## src/mft_pkg.sv

```systemverilog
// Package for the multi-function timer unit: offsets, fields, encodings
`default_nettype none
package mft_pkg;
    localparam logic [3:0] OFF_CTRL   = 4'h0;
    localparam logic [3:0] OFF_CLKSEL = 4'h1;
    localparam logic [3:0] OFF_PRSC   = 4'h2;
    localparam logic [3:0] OFF_CNT1   = 4'h3;
    localparam logic [3:0] OFF_CNT2   = 4'h4;
    localparam logic [3:0] OFF_CRA    = 4'h5;
    localparam logic [3:0] OFF_CRB    = 4'h6;
    localparam logic [3:0] OFF_IEN    = 4'h7;
    localparam logic [3:0] OFF_PND    = 4'h8;
    localparam logic [3:0] OFF_PCLR   = 4'h9;
    // Control field positions
    localparam int CTL_MODE_LSB  = 0;
    localparam int CTL_AEN       = 2;
    localparam int CTL_BEN       = 3;
    localparam int CTL_AOUT      = 4;
    localparam int CTL_AEDGE     = 5;
    localparam int CTL_BEDGE     = 6;
    localparam int CTL_PSAVE     = 7;
    localparam logic [7:0] CTRL_RST   = 8'h00;
    localparam logic [15:0] ALL_ONES  = 16'hffff;
    localparam logic [15:0] CNT_RST   = 16'h0000;
    localparam logic [4:0]  PRSC_RST  = 5'h00;
    localparam logic [15:0] RD_ZERO   = 16'h0000;

    typedef enum logic [1:0] {
        MFT_MODE_PWM  = 2'b00,
        MFT_MODE_CAP  = 2'b01,
        MFT_MODE_DUAL = 2'b10,
        MFT_MODE_RSVD = 2'b11
    } mft_mode_t;

    typedef enum logic [2:0] {
        MFT_CLK_NONE  = 3'b000,
        MFT_CLK_PRSC  = 3'b001,
        MFT_CLK_EVENT = 3'b010,
        MFT_CLK_PACC  = 3'b011,
        MFT_CLK_SLOW  = 3'b100
    } mft_clk_t;
endpackage
`default_nettype wire

```

## src/mft_timer.sv

```systemverilog
// Multi-function timer unit: two down-counters, reload/capture, pins A and B
`default_nettype none
// Behaviour
// - Pin B edge counts, selectable polarity
// - No event clock in capture mode
// - Pulse accumulate: prescaler tick while B active
// - No pulse accumulate in capture mode
// - Slow clock synchronised before use
// - Slow clock unusable in power save
// - Stopped system clock stops counting
// - Timers disabled after reset
// - PWM: counter one reloads A, B alternately
// - PWM restart always reloads A first
// - PWM toggles pin A on underflow
// - PWM reloads set flags A, B
// - PWM: counter two timer, flag D
// - Capture: pin edges copy counter one
// - Preset to all ones after capture
// - Capture: events A, B, C flagged
// - Capture: counter two simple timer
// - Capture: event clocks leave counters stopped
// - Dual: counter one reloads A, toggles
// - Dual: pin A rising toggle sets C
// - Dual: counter two reloads B, flag D
// - Prescaler divides by value plus one
// - Clock selector with no-clock stop
module mft_timer (
    input  wire logic        ref_clk_in,
    input  wire logic        nrst_in,
    input  wire logic [3:0]  addr_in,
    input  wire logic [15:0] wdata_in,
    input  wire logic        wr_in,
    input  wire logic        rd_in,
    output logic      [15:0] rdata_out,
    input  wire logic        timer_pin_a_in,
    output logic             timer_pin_a_out,
    output logic             timer_pin_a_oe_n_out,
    input  wire logic        timer_pin_b_in,
    input  wire logic        low_speed_clock_in,
    output logic             irq_timer1_out,
    output logic             irq_timer2_out
);
    logic [7:0]  ctrl;
    logic [5:0]  clksel;
    logic [4:0]  prescale_divisor_reg;
    logic [4:0]  prsc_cnt;
    logic [15:0] first_down_counter;
    logic [15:0] second_down_counter;
    logic [15:0] reload_capture_reg_a;
    logic [15:0] reload_capture_reg_b;
    logic [3:0]  irq_en;
    logic [3:0]  pend;
    logic        pin_a_q;
    logic        pin_b_q;
    logic        slow_s1;
    logic        slow_s2;
    logic        slow_s3;
    logic        pwm_next_b;
    logic        pin_a_level;
    logic [2:0]  sel1_q;
    logic [1:0]  mode_q;

    mft_pkg::mft_mode_t mode;
    logic prsc_tick;
    logic b_evt;
    logic b_active;
    logic slow_tick;
    logic tick1;
    logic tick2;
    logic uf1;
    logic uf2;
    logic cap_a;
    logic cap_b;
    logic restart1;
    logic [3:0] pend_set;
    logic [3:0] pend_clr;
    logic wr_hit;

    assign mode = mft_pkg::mft_mode_t'(ctrl[mft_pkg::CTL_MODE_LSB +: 2]);
    assign wr_hit = wr_in;

    // Clock source decode shared by both counters
    function automatic logic clk_tick(input logic [2:0] sel, input logic capmode, input logic psave,
                                      input logic p, input logic e, input logic a, input logic s);
        logic t;
        t = 1'b0;
        case (sel)
            mft_pkg::MFT_CLK_PRSC:  t = p;
            mft_pkg::MFT_CLK_EVENT: t = e & ~capmode;
            mft_pkg::MFT_CLK_PACC:  t = p & a & ~capmode;
            mft_pkg::MFT_CLK_SLOW:  t = s & ~psave;
            default:                t = 1'b0;
        endcase
        return t;
    endfunction

    // Pin sampling and slow clock synchroniser
    always_ff @(posedge ref_clk_in or negedge nrst_in) begin
        if (!nrst_in) begin
            pin_a_q <= 1'b0;
            pin_b_q <= 1'b0;
            slow_s1 <= 1'b0;
            slow_s2 <= 1'b0;
            slow_s3 <= 1'b0;
        end else begin
            pin_a_q <= timer_pin_a_in;
            pin_b_q <= timer_pin_b_in;
            slow_s1 <= low_speed_clock_in;
            slow_s2 <= slow_s1;
            slow_s3 <= slow_s2;
        end
    end

    // Edges of B: rising unless falling selected
    assign b_evt = ctrl[mft_pkg::CTL_BEDGE] ? (pin_b_q & ~timer_pin_b_in) : (~pin_b_q & timer_pin_b_in);
    assign b_active = timer_pin_b_in ^ ctrl[mft_pkg::CTL_BEDGE];
    assign slow_tick = slow_s2 & ~slow_s3;

    // Capture edges; pin A only acts as input in capture mode
    assign cap_a = (mode == mft_pkg::MFT_MODE_CAP) &&
                   (ctrl[mft_pkg::CTL_AEDGE] ? (pin_a_q & ~timer_pin_a_in) : (~pin_a_q & timer_pin_a_in));
    assign cap_b = (mode == mft_pkg::MFT_MODE_CAP) && b_evt;

    // Prescaler: divide by value plus one
    always_ff @(posedge ref_clk_in or negedge nrst_in) begin
        if (!nrst_in) begin
            prsc_cnt <= mft_pkg::PRSC_RST;
        end else if (prsc_cnt == 5'h00) begin
            prsc_cnt <= prescale_divisor_reg;
        end else begin
            prsc_cnt <= prsc_cnt - 5'h01;
        end
    end
    assign prsc_tick = (prsc_cnt == 5'h00);

    assign tick1 = clk_tick(clksel[2:0], mode == mft_pkg::MFT_MODE_CAP, ctrl[mft_pkg::CTL_PSAVE],
                            prsc_tick, b_evt, b_active, slow_tick);
    assign tick2 = clk_tick(clksel[5:3], mode == mft_pkg::MFT_MODE_CAP, ctrl[mft_pkg::CTL_PSAVE],
                            prsc_tick, b_evt, b_active, slow_tick);
    assign uf1 = tick1 && (first_down_counter == 16'h0000);
    assign uf2 = tick2 && (second_down_counter == 16'h0000);

    // Restart: selector change, mode change, or clock off
    assign restart1 = (clksel[2:0] != sel1_q) || (ctrl[1:0] != mode_q) ||
                      (clksel[2:0] == mft_pkg::MFT_CLK_NONE);

    always_ff @(posedge ref_clk_in or negedge nrst_in) begin
        if (!nrst_in) begin
            sel1_q <= mft_pkg::MFT_CLK_NONE;
            mode_q <= mft_pkg::MFT_MODE_PWM;
        end else begin
            sel1_q <= clksel[2:0];
            mode_q <= ctrl[1:0];
        end
    end

    // PWM reload alternation
    always_ff @(posedge ref_clk_in or negedge nrst_in) begin
        if (!nrst_in) begin
            pwm_next_b <= 1'b0;
        end else if (mode != mft_pkg::MFT_MODE_PWM) begin
            pwm_next_b <= 1'b0;
        end else if (restart1) begin
            // A reload in the restart cycle came from A, so B follows
            pwm_next_b <= uf1;
        end else if (uf1) begin
            pwm_next_b <= ~pwm_next_b;
        end
    end

    // First counter: software write, capture preset, reload, count
    always_ff @(posedge ref_clk_in or negedge nrst_in) begin
        if (!nrst_in) begin
            first_down_counter <= mft_pkg::CNT_RST;
        end else if (wr_hit && addr_in == mft_pkg::OFF_CNT1) begin
            first_down_counter <= wdata_in;
        end else if ((cap_a && ctrl[mft_pkg::CTL_AEN]) || (cap_b && ctrl[mft_pkg::CTL_BEN])) begin
            first_down_counter <= mft_pkg::ALL_ONES;
        end else if (uf1) begin
            case (mode)
                mft_pkg::MFT_MODE_PWM:
                    first_down_counter <= (pwm_next_b && !restart1) ? reload_capture_reg_b : reload_capture_reg_a;
                mft_pkg::MFT_MODE_DUAL:
                    first_down_counter <= reload_capture_reg_a;
                default:
                    first_down_counter <= mft_pkg::ALL_ONES;
            endcase
        end else if (tick1) begin
            first_down_counter <= first_down_counter - 16'h0001;
        end
    end

    // Second counter: free wrap outside dual mode
    always_ff @(posedge ref_clk_in or negedge nrst_in) begin
        if (!nrst_in) begin
            second_down_counter <= mft_pkg::CNT_RST;
        end else if (wr_hit && addr_in == mft_pkg::OFF_CNT2) begin
            second_down_counter <= wdata_in;
        end else if (uf2 && mode == mft_pkg::MFT_MODE_DUAL) begin
            second_down_counter <= reload_capture_reg_b;
        end else if (tick2) begin
            second_down_counter <= second_down_counter - 16'h0001;
        end
    end

    // Reload/capture registers; capture takes the pre-preset count
    always_ff @(posedge ref_clk_in or negedge nrst_in) begin
        if (!nrst_in) begin
            reload_capture_reg_a <= mft_pkg::CNT_RST;
            reload_capture_reg_b <= mft_pkg::CNT_RST;
        end else begin
            if (cap_a) begin
                reload_capture_reg_a <= first_down_counter;
            end else if (wr_hit && addr_in == mft_pkg::OFF_CRA) begin
                reload_capture_reg_a <= wdata_in;
            end
            if (cap_b) begin
                reload_capture_reg_b <= first_down_counter;
            end else if (wr_hit && addr_in == mft_pkg::OFF_CRB) begin
                reload_capture_reg_b <= wdata_in;
            end
        end
    end

    // Pin A output level; initial level loaded while counter one stopped
    always_ff @(posedge ref_clk_in or negedge nrst_in) begin
        if (!nrst_in) begin
            pin_a_level <= 1'b0;
        end else if (clksel[2:0] == mft_pkg::MFT_CLK_NONE) begin
            pin_a_level <= ctrl[mft_pkg::CTL_AOUT];
        end else if (uf1 && ctrl[mft_pkg::CTL_AEN] && mode != mft_pkg::MFT_MODE_CAP) begin
            pin_a_level <= ~pin_a_level;
        end
    end

    // Pending event sources per mode
    always_comb begin
        pend_set = 4'h0;
        case (mode)
            mft_pkg::MFT_MODE_PWM: begin
                pend_set[0] = uf1 & (~pwm_next_b | restart1);
                pend_set[1] = uf1 & pwm_next_b & ~restart1;
                pend_set[3] = uf2;
            end
            mft_pkg::MFT_MODE_CAP: begin
                pend_set[0] = cap_a;
                pend_set[1] = cap_b;
                pend_set[2] = uf1;
                pend_set[3] = uf2;
            end
            mft_pkg::MFT_MODE_DUAL: begin
                pend_set[2] = uf1 & ctrl[mft_pkg::CTL_AEN] & ~pin_a_level;
                pend_set[3] = uf2;
            end
            default: pend_set = 4'h0;
        endcase
    end
    assign pend_clr = (wr_hit && addr_in == mft_pkg::OFF_PCLR) ? wdata_in[3:0] : 4'h0;

    // Set wins over clear
    always_ff @(posedge ref_clk_in or negedge nrst_in) begin
        if (!nrst_in) begin
            pend <= 4'h0;
        end else begin
            pend <= (pend & ~pend_clr) | pend_set;
        end
    end

    // Control registers; reset leaves both clocks off
    always_ff @(posedge ref_clk_in or negedge nrst_in) begin
        if (!nrst_in) begin
            ctrl                 <= mft_pkg::CTRL_RST;
            clksel               <= 6'h00;
            prescale_divisor_reg <= mft_pkg::PRSC_RST;
            irq_en               <= 4'h0;
        end else if (wr_hit) begin
            case (addr_in)
                mft_pkg::OFF_CTRL:   ctrl <= wdata_in[7:0];
                mft_pkg::OFF_CLKSEL: clksel <= wdata_in[5:0];
                mft_pkg::OFF_PRSC:   prescale_divisor_reg <= wdata_in[4:0];
                mft_pkg::OFF_IEN:    irq_en <= wdata_in[3:0];
                default: ;
            endcase
        end
    end

    // Read port and registered outputs
    always_ff @(posedge ref_clk_in or negedge nrst_in) begin
        if (!nrst_in) begin
            rdata_out <= mft_pkg::RD_ZERO;
        end else if (rd_in) begin
            case (addr_in)
                mft_pkg::OFF_CTRL:   rdata_out <= {8'h00, ctrl};
                mft_pkg::OFF_CLKSEL: rdata_out <= {10'h000, clksel};
                mft_pkg::OFF_PRSC:   rdata_out <= {11'h000, prescale_divisor_reg};
                mft_pkg::OFF_CNT1:   rdata_out <= first_down_counter;
                mft_pkg::OFF_CNT2:   rdata_out <= second_down_counter;
                mft_pkg::OFF_CRA:    rdata_out <= reload_capture_reg_a;
                mft_pkg::OFF_CRB:    rdata_out <= reload_capture_reg_b;
                mft_pkg::OFF_IEN:    rdata_out <= {12'h000, irq_en};
                mft_pkg::OFF_PND:    rdata_out <= {12'h000, pend};
                default:             rdata_out <= mft_pkg::RD_ZERO;
            endcase
        end else begin
            rdata_out <= mft_pkg::RD_ZERO;
        end
    end

    always_ff @(posedge ref_clk_in or negedge nrst_in) begin
        if (!nrst_in) begin
            timer_pin_a_out      <= 1'b0;
            timer_pin_a_oe_n_out <= 1'b1;
            irq_timer1_out       <= 1'b0;
            irq_timer2_out       <= 1'b0;
        end else begin
            timer_pin_a_out      <= pin_a_level;
            // Pin A driven only when toggling outside capture mode
            timer_pin_a_oe_n_out <= ~(ctrl[mft_pkg::CTL_AEN] && mode != mft_pkg::MFT_MODE_CAP);
            // Dual mode: flag C answers to enable A
            irq_timer1_out       <= (mode == mft_pkg::MFT_MODE_DUAL) ? (pend[2] & irq_en[0])
                                                                     : |(pend[2:0] & irq_en[2:0]);
            irq_timer2_out       <= pend[3] & irq_en[3];
        end
    end

    // Assertions
    prsc_period_a: assert property (@(posedge ref_clk_in) disable iff (!nrst_in)
        (prsc_cnt == 5'h01 && prescale_divisor_reg == $past(prescale_divisor_reg)) |=> prsc_tick)
        else $error("prescaler tick missing");
    cap_noevent_a: assert property (@(posedge ref_clk_in) disable iff (!nrst_in)
        (mode == mft_pkg::MFT_MODE_CAP && clksel[2:0] == mft_pkg::MFT_CLK_EVENT) |-> !tick1)
        else $error("event clock in capture mode");
    cap_nopacc_a: assert property (@(posedge ref_clk_in) disable iff (!nrst_in)
        (mode == mft_pkg::MFT_MODE_CAP && clksel[5:3] == mft_pkg::MFT_CLK_PACC) |-> !tick2)
        else $error("pulse accumulate in capture mode");
    pacc_gate_a: assert property (@(posedge ref_clk_in) disable iff (!nrst_in)
        (clksel[2:0] == mft_pkg::MFT_CLK_PACC && tick1) |-> (prsc_tick && b_active))
        else $error("pulse accumulate tick without gate");
    psave_slow_a: assert property (@(posedge ref_clk_in) disable iff (!nrst_in)
        (ctrl[mft_pkg::CTL_PSAVE] && clksel[2:0] == mft_pkg::MFT_CLK_SLOW) |-> !tick1)
        else $error("slow clock used in power save");
    pwm_reload_a: assert property (@(posedge ref_clk_in) disable iff (!nrst_in)
        (mode == mft_pkg::MFT_MODE_PWM && uf1 && !pwm_next_b && !restart1 && !wr_hit && !cap_a && !cap_b)
        |=> (first_down_counter == $past(reload_capture_reg_a)) && pend[0])
        else $error("pwm reload from a wrong");
    toggle_pin_a: assert property (@(posedge ref_clk_in) disable iff (!nrst_in)
        (uf1 && ctrl[mft_pkg::CTL_AEN] && mode != mft_pkg::MFT_MODE_CAP && clksel[2:0] != 3'b000)
        |=> ##1 (timer_pin_a_out != $past(timer_pin_a_out))) else $error("pin a did not toggle");
    capture_a_a: assert property (@(posedge ref_clk_in) disable iff (!nrst_in)
        cap_a |=> (reload_capture_reg_a == $past(first_down_counter)) && pend[0])
        else $error("capture a wrong");
    preset_a: assert property (@(posedge ref_clk_in) disable iff (!nrst_in)
        (cap_b && ctrl[mft_pkg::CTL_BEN] && !(wr_hit && addr_in == mft_pkg::OFF_CNT1))
        |=> first_down_counter == mft_pkg::ALL_ONES) else $error("preset missing");
    dual_reload_a: assert property (@(posedge ref_clk_in) disable iff (!nrst_in)
        (mode == mft_pkg::MFT_MODE_DUAL && uf2 && !(wr_hit && addr_in == mft_pkg::OFF_CNT2))
        |=> second_down_counter == $past(reload_capture_reg_b) && pend[3])
        else $error("dual reload b wrong");
    reset_off_a: assert property (@(posedge ref_clk_in) disable iff (!nrst_in)
        $rose(nrst_in) |-> clksel == 6'h00) else $error("timers not disabled");
    pwm_restart_a: assert property (@(posedge ref_clk_in) disable iff (!nrst_in)
        (mode == mft_pkg::MFT_MODE_PWM && uf1 && restart1 && !wr_hit && !cap_a && !cap_b)
        |=> first_down_counter == $past(reload_capture_reg_a) && pend[0] && pwm_next_b)
        else $error("pwm restart did not reload a");
    dual_irq_a: assert property (@(posedge ref_clk_in) disable iff (!nrst_in)
        (mode == mft_pkg::MFT_MODE_DUAL && pend[2] && irq_en[0]) |=> irq_timer1_out)
        else $error("dual flag c interrupt missing");
    pin_a_drive_a: assert property (@(posedge ref_clk_in) disable iff (!nrst_in)
        (ctrl[mft_pkg::CTL_AEN] && mode == mft_pkg::MFT_MODE_PWM) |=> !timer_pin_a_oe_n_out)
        else $error("pin a not driven");
endmodule
`default_nettype wire

```

## config.mk

```make
export PLATFORM = sky130hd
export DESIGN_NAME = mft_timer
export DESIGN_NICKNAME = d
export VERILOG_FILES = /design/src/mft_pkg.sv /design/src/mft_timer.sv
export SDC_FILE = /design/constraint.sdc
export NUM_CORES = 1
export LEC_CHECK = 0
export BUFFER_PORTS_ARGS = -buffer_cell sky130_fd_sc_hd__buf_2
export CORE_MARGIN = 5
export CORE_UTILIZATION = 35
export DETAILED_ROUTE_END_ITERATION = 8
export GPL_TIMING_DRIVEN = 0
export PLACE_DENSITY = 0.63
export SLEW_MARGIN = 20
export SYNTH_ARGS = -nofsm -noshare
export SYNTH_HDL_FRONTEND = slang
export SYNTH_SLANG_ARGS = --single-unit
```

## constraint.sdc

```tcl
create_clock -name ref_clk_in -period 7 [get_ports ref_clk_in]
set_input_delay 0 -clock ref_clk_in [delete_from_list [all_inputs] [get_ports ref_clk_in]]
set_output_delay 0 -clock ref_clk_in [all_outputs]
set_load 0.1 [all_outputs]
```

-- Word-level counts from Yosys, hierarchy flattened
Index checks and enable logic that the tools add are counted.
- output and inout port bits: 20
- logic and storage cells: 151
- flip-flop bits (word level): 128
- input port bits: 27
- equal/unequal tests: 22
- multiplexer cells: 30
- reduce and logical (&&, ||, !) cells: 39
- bitwise logic cells: 33
- $add $sub $neg: 3
- operators by type and width (kind ; count):
    2-to-1 mux 16 bit ; 13
    case mux 16 bit (9 select lines) ; 1
    logical NOT 16 bit ; 2
    case mux 16 bit (2 select lines) ; 1
    subtractor 16 x 1 -> 16 bit (second input constant) ; 2
    AND 1 bit ; 16
    == test 4 x 3 -> 1 bit (second input constant) ; 4
    logical AND 1 bit ; 16
    == test 3 x 2 -> 1 bit (second input constant) ; 4
    inverter 1 bit ; 11
    2-to-1 mux 1 bit ; 9
    == test 4 x 2 -> 1 bit (second input constant) ; 2
    == test 4 bit (second input constant) ; 2
    case mux 1 bit (4 select lines) ; 2
    AND reduction 2 bit ; 4
    nonzero test 2 bit ; 4
    == test 3 x 1 -> 1 bit (second input constant) ; 2
    == test 3 bit (second input constant) ; 2
    nonzero test 3 bit ; 2
    OR reduction 3 bit ; 2
    logical NOT 5 bit ; 1
    2-to-1 mux 5 bit ; 1
    subtractor 5 x 1 -> 5 bit (second input constant) ; 1
    AND 4 bit ; 1
    other kinds (20) ; 22

-- Depth between registers and ports, before layout
- depth after elaboration: 10
- gate-level depth with buffers: 11
- mapped depth without buffers: 8

-- Worst setup path after synthesis
No wires, ideal clock.
- path kind: register -> register
- start point: reg prsc_cnt[0]
- end point: reg first_down_counter[2]
- clock period less this slack: 2604 ps
- stages on the path, launching flop included: 10
- arrival: 2466 ps
- buffers on the path: 1
- setup slack: 4396 ps
- data required time: 6861 ps
- setup time: 139 ps
- cell sequence: dfrtp_1 -> inv_1 -> ha_1 -> or4b_1 -> buf_6 -> o32ai_4 -> nor3_2 -> or4_4 -> nor3_4 -> a221oi_1
- word-level cells in the longest chain between the ends: 8
- elaborated cells on any way between the ends: 9
- classes of those cells: mux: 4; bitwise: 2; reduce/logical: 3
- RTL lines (item ; line ; source):
    start, declared ; mft_timer.sv:46 ; logic [4:0] prsc_cnt;
    start signal, assigned ; mft_timer.sv:127 ; prsc_cnt <= mft_pkg::PRSC_RST;
    start signal, assigned ; mft_timer.sv:129 ; prsc_cnt <= prescale_divisor_reg;
    start signal, assigned ; mft_timer.sv:131 ; prsc_cnt <= prsc_cnt - 5'h01;
    logical NOT 5 bit (*) ; mft_timer.sv:134 ; assign prsc_tick = (prsc_cnt == 5'h00);
    AND 1 bit (2 in a row) ; mft_timer.sv:90 ; mft_pkg::MFT_CLK_PACC: t = p & a & ~capmode;
    case mux 1 bit (4 select lines) (*) ; mft_timer.sv:87 ; case (sel)
    logical AND 1 bit ; mft_timer.sv:140 ; assign uf1 = tick1 && (first_down_counter == 16'h0000);
    2-to-1 mux 16 bit ; mft_timer.sv:179 ; end else if (uf1) begin
    2-to-1 mux 16 bit ; mft_timer.sv:177 ; end else if ((cap_a && ctrl[mft_pkg::CTL_AEN]) || (cap_b && ctrl[mft_pkg::CTL_BEN])) begin
    2-to-1 mux 16 bit ; mft_timer.sv:175 ; end else if (wr_hit && addr_in == mft_pkg::OFF_CNT1) begin
    end signal, assigned ; mft_timer.sv:174 ; first_down_counter <= mft_pkg::CNT_RST;
    end signal, assigned ; mft_timer.sv:176 ; first_down_counter <= wdata_in;
    end signal, assigned ; mft_timer.sv:178 ; first_down_counter <= mft_pkg::ALL_ONES;
    end, declared ; mft_timer.sv:47 ; logic [15:0] first_down_counter;
Every way passes the cells marked *; elsewhere a longest branch is shown, timed or not.
A chain may end at the register's enable or synchronous reset.

-- Worst setup path after layout
- start point: reg ctrl[1]
- end point: reg first_down_counter[4]
- word-level cells in the longest chain between the ends: 10
- elaborated cells on any way between the ends: 24
- classes of those cells: eq/ne: 3; mux: 6; bitwise: 3; reduce/logical: 12
- RTL lines (item ; line ; source):
    start, declared ; mft_timer.sv:43 ; logic [7:0] ctrl;
    start signal, assigned ; mft_timer.sv:272 ; ctrl <= mft_pkg::CTRL_RST;
    start signal, assigned ; mft_timer.sv:278 ; mft_pkg::OFF_CTRL: ctrl <= wdata_in[7:0];
    inequality test 2 bit ; mft_timer.sv:144 ; assign restart1 = (clksel[2:0] != sel1_q) || (ctrl[1:0] != mode_q) ||
    logical OR 1 bit (2 in a row) ; mft_timer.sv:144 ;
    logical NOT 1 bit ; mft_timer.sv:182 ; first_down_counter <= (pwm_next_b && !restart1) ? reload_capture_reg_b : reload_capture_reg_a;
    logical AND 1 bit ; mft_timer.sv:182 ;
    2-to-1 mux 16 bit ; mft_timer.sv:182 ;
    case mux 16 bit (2 select lines) ; mft_timer.sv:180 ; case (mode)
    2-to-1 mux 16 bit ; mft_timer.sv:179 ;
    2-to-1 mux 16 bit ; mft_timer.sv:177 ;
    2-to-1 mux 16 bit ; mft_timer.sv:175 ;
    end signal, assigned ; mft_timer.sv:176 ;
    end signal, assigned ; mft_timer.sv:178 ;
    end signal, assigned ; mft_timer.sv:182 ;
Several ways; a longest one is shown, not always the timed one.

==> results.sh <==
export IMPL_ys_warn_count=0
export IMPL_cts_resized=0
export IMPL_clock_sinks=128
export IMPL_tns_ns=0
export IMPL_postPlaceCellArea_um2=7970
export IMPL_syn_num_nets=818
export IMPL_cts_root_buffer="clkbuf_16"
export IMPL_final_max_slew_violation_count=0
export IMPL_end_kind="flip-flop"
export IMPL_area_growth_syn_to_layout_pct=18.4
export IMPL_totalWireLength_um=24200
export IMPL_gr_total_overflow=0
export IMPL_setup_viol=0
export IMPL_clk_latency_ns=0.43
export IMPL_critPathCapture="first_down_counter[4]"
export IMPL_grt_use_total=0.205
export IMPL_start_kind="flip-flop"
export IMPL_core_region_area_um2=20900
export IMPL_p_leak_uw=0.00365
export IMPL_start_util=0.353
export IMPL_dp_hpwl_um=17800
export IMPL_antenna_found_initial=0
export IMPL_clk_pin_slew_ns=0.06
export IMPL_cts_max_level=4
export IMPL_async_flop_share=1.00
export IMPL_final_cell_mix="127 x dfrtp_1, 88 x nor2_1, 66 x a21oi_1"
export IMPL_drc=0
export IMPL_period_share=0.498
export IMPL_wl_per_cell_um=21.1
export IMPL_yosysSeqAreaShare=0.434
export IMPL_period_minus_slack_ns=3.49
export IMPL_arrival_ns=3.78
export IMPL_drtAntennaViolNets=0
export IMPL_crit_start="ctrl[1]"
export IMPL_syn_inst=783
export IMPL_cts_tree="built"
export IMPL_ir_worst_vdd_mv=0.189
export IMPL_slew_headroom=0.268
export IMPL_vias_per_cell=5.84
export IMPL_cellPowerDensity_nw_per_um2=366
export IMPL_die_h_um=155
export IMPL_synthDistinctLibCells=77
export IMPL_drive_above_1_share=0.147
export IMPL_hp_class="in2reg"
export IMPL_ys_ff_latch=128
export IMPL_r2r_start="ctrl[1]"
export IMPL_ff2ff_path_depth=9
export IMPL_r2r_end="first_down_counter[4]"
export IMPL_final_hold_violation_count=0
export IMPL_numCtsBuffers=17
export IMPL_diodes=0
export IMPL_critPathKind="reg2reg"
export IMPL_netlist_area_um2=7380
export IMPL_synthFlopType="dfrtp_1"
export IMPL_synth_edf_count=0
export IMPL_final_area_um2=8730
export IMPL_cp_required_ns=7.30
export IMPL_final_common_cell="dfrtp_1"
export IMPL_syn_avg_cell_area_um2=9.42
export IMPL_num_vias=6708
export IMPL_grt_pass1_vias=6492
export IMPL_finalNetCount=895
export IMPL_fin_skew_ns=0.00809
export IMPL_status="finished clean"
export IMPL_fp_row_count=53
export IMPL_die_x_um=155
export IMPL_place_congestion=0.976
export IMPL_rsz0062_at_grt="false"
export IMPL_grt_pass1_wl_um=38500
export IMPL_cts_buffer_depth=2
export IMPL_first_pass_iters=6
export IMPL_cts_setup_buffers=0
export IMPL_io_buffers=40
export IMPL_drt_iter0_markers=816
export IMPL_dieArea_um2=24100
export IMPL_r2r_slack_ns=3.51
export IMPL_grt_max_degree=84
export IMPL_path_max_fanout=10
export IMPL_max_slew_worst_pin_slew_ns=1.08
export IMPL_pin_count=47
export IMPL_max_freq_mhz=287
export IMPL_maxCapViolCount=0
[metal layers]
layer	up-vias	track usage	routed length [um]
met1	3257	0.293	10600
met3	52	0.0395	2080
met2	345	0.311	10900
met5	-	0	0
li1	3054	-	-
met4	0	0.0692	685
[how the worst min path moves through the flow]
stage	startpoint	endpoint	slack [ns]	cells after the start
3_3_place_gp	low_speed_clock_in	slow_s1	0.12	1
3_5_place_dp	nrst_in	slow_s1	-0.08	1
6_report	wdata_in[4]	second_down_counter[4]	0.02	3
5_1_grt	wdata_in[4]	second_down_counter[4]	0.04	3
4_1_cts	wdata_in[4]	second_down_counter[4]	0.003	3
2_1_floorplan	nrst_in	clksel[0]	-0.30	0
[worst max-delay path, stage by stage, from the launching register on]
cell and delay [ns]:
dfrtp_1 0.49, inv_1 0.11, ha_1 0.19, clkbuf_1 0.24, and4b_1 0.26, a31oi_1 0.63, o221ai_1 0.54, clkbuf_1 0.38
o41ai_1 0.37, o31ai_1 0.13
[cells in the mapped netlist (11+ instances only)]
| cell | number | area (um^2) |
|---|---|---|
| nand2_1 | 54 | 203 |
| dfrtp_1 | 127 | 3180 |
| a221oi_1 | 11 | 96.3 |
| o21ai_0 | 37 | 185 |
| a22oi_1 | 29 | 218 |
| nor3_1 | 19 | 95.1 |
| nor2_1 | 88 | 330 |
| mux2_2 | 31 | 349 |
| clkbuf_1 | 48 | 180 |
| xnor2_1 | 14 | 123 |
| a21oi_1 | 66 | 330 |
| mux2i_1 | 39 | 390 |
| nand3_1 | 23 | 115 |
| inv_1 | 17 | 63.8 |
[cell type report]
cell class              instances  area [um^2]
plain buffers                  57          235
clock buffers                  21          450
clock inverters                11          141
fillers                      2037        12200
inverters                      17         63.8
multi-input cells             581         3890
flip-flops and latches        128         3200
well taps                     275          344
repair buffers                 58          408
[what timing repair did]
action	CTS	global route
endpoints found under the setup margin	0	0
endpoints found under the hold margin	171	0
hold buffers	17	0
[cell families after synthesis]
family	after synthesis	synth area share
compound gates	224	0.204
xor+xnor	24	0.0285
fa+ha+maj	8	0.0136
buf+inv	74	0.0405
flops	128	0.434
mux	71	0.103
simple gates	254	0.176
[where the power goes]
part / internal [uW] / leakage [uW] / switching [uW] / total, uW
Combinational: 391 / 0.00185 / 597 / 988
Sequential: 987 / 0.00152 / 318 / 1310
Clock: 566 / 0.000283 / 336 / 902
Total: 1940 / 0.00365 / 1250 / 3200
[through the flow]
| stage | worst slack (ns) | std cells | hold WS, ns | utilization | power [uW] |
|---|---|---|---|---|---|
| 2_1_floorplan | 4.40 | 783 | -0.296 | - | 1930 |
| 3_3_place_gp | 3.69 | 1098 | 0.124 | 0.379 | 2240 |
| 3_5_place_dp | 3.60 | 1099 | -0.0834 | 0.382 | 2270 |
| 4_1_cts | 3.61 | 1148 | 0.00302 | 0.418 | 3180 |
| 5_1_grt | 3.27 | 1148 | 0.0387 | 0.418 | 3380 |
| 6_report | 3.51 | 1148 | 0.0232 | 0.418 | 3200 |
Power figures use the tool's default switching activity.
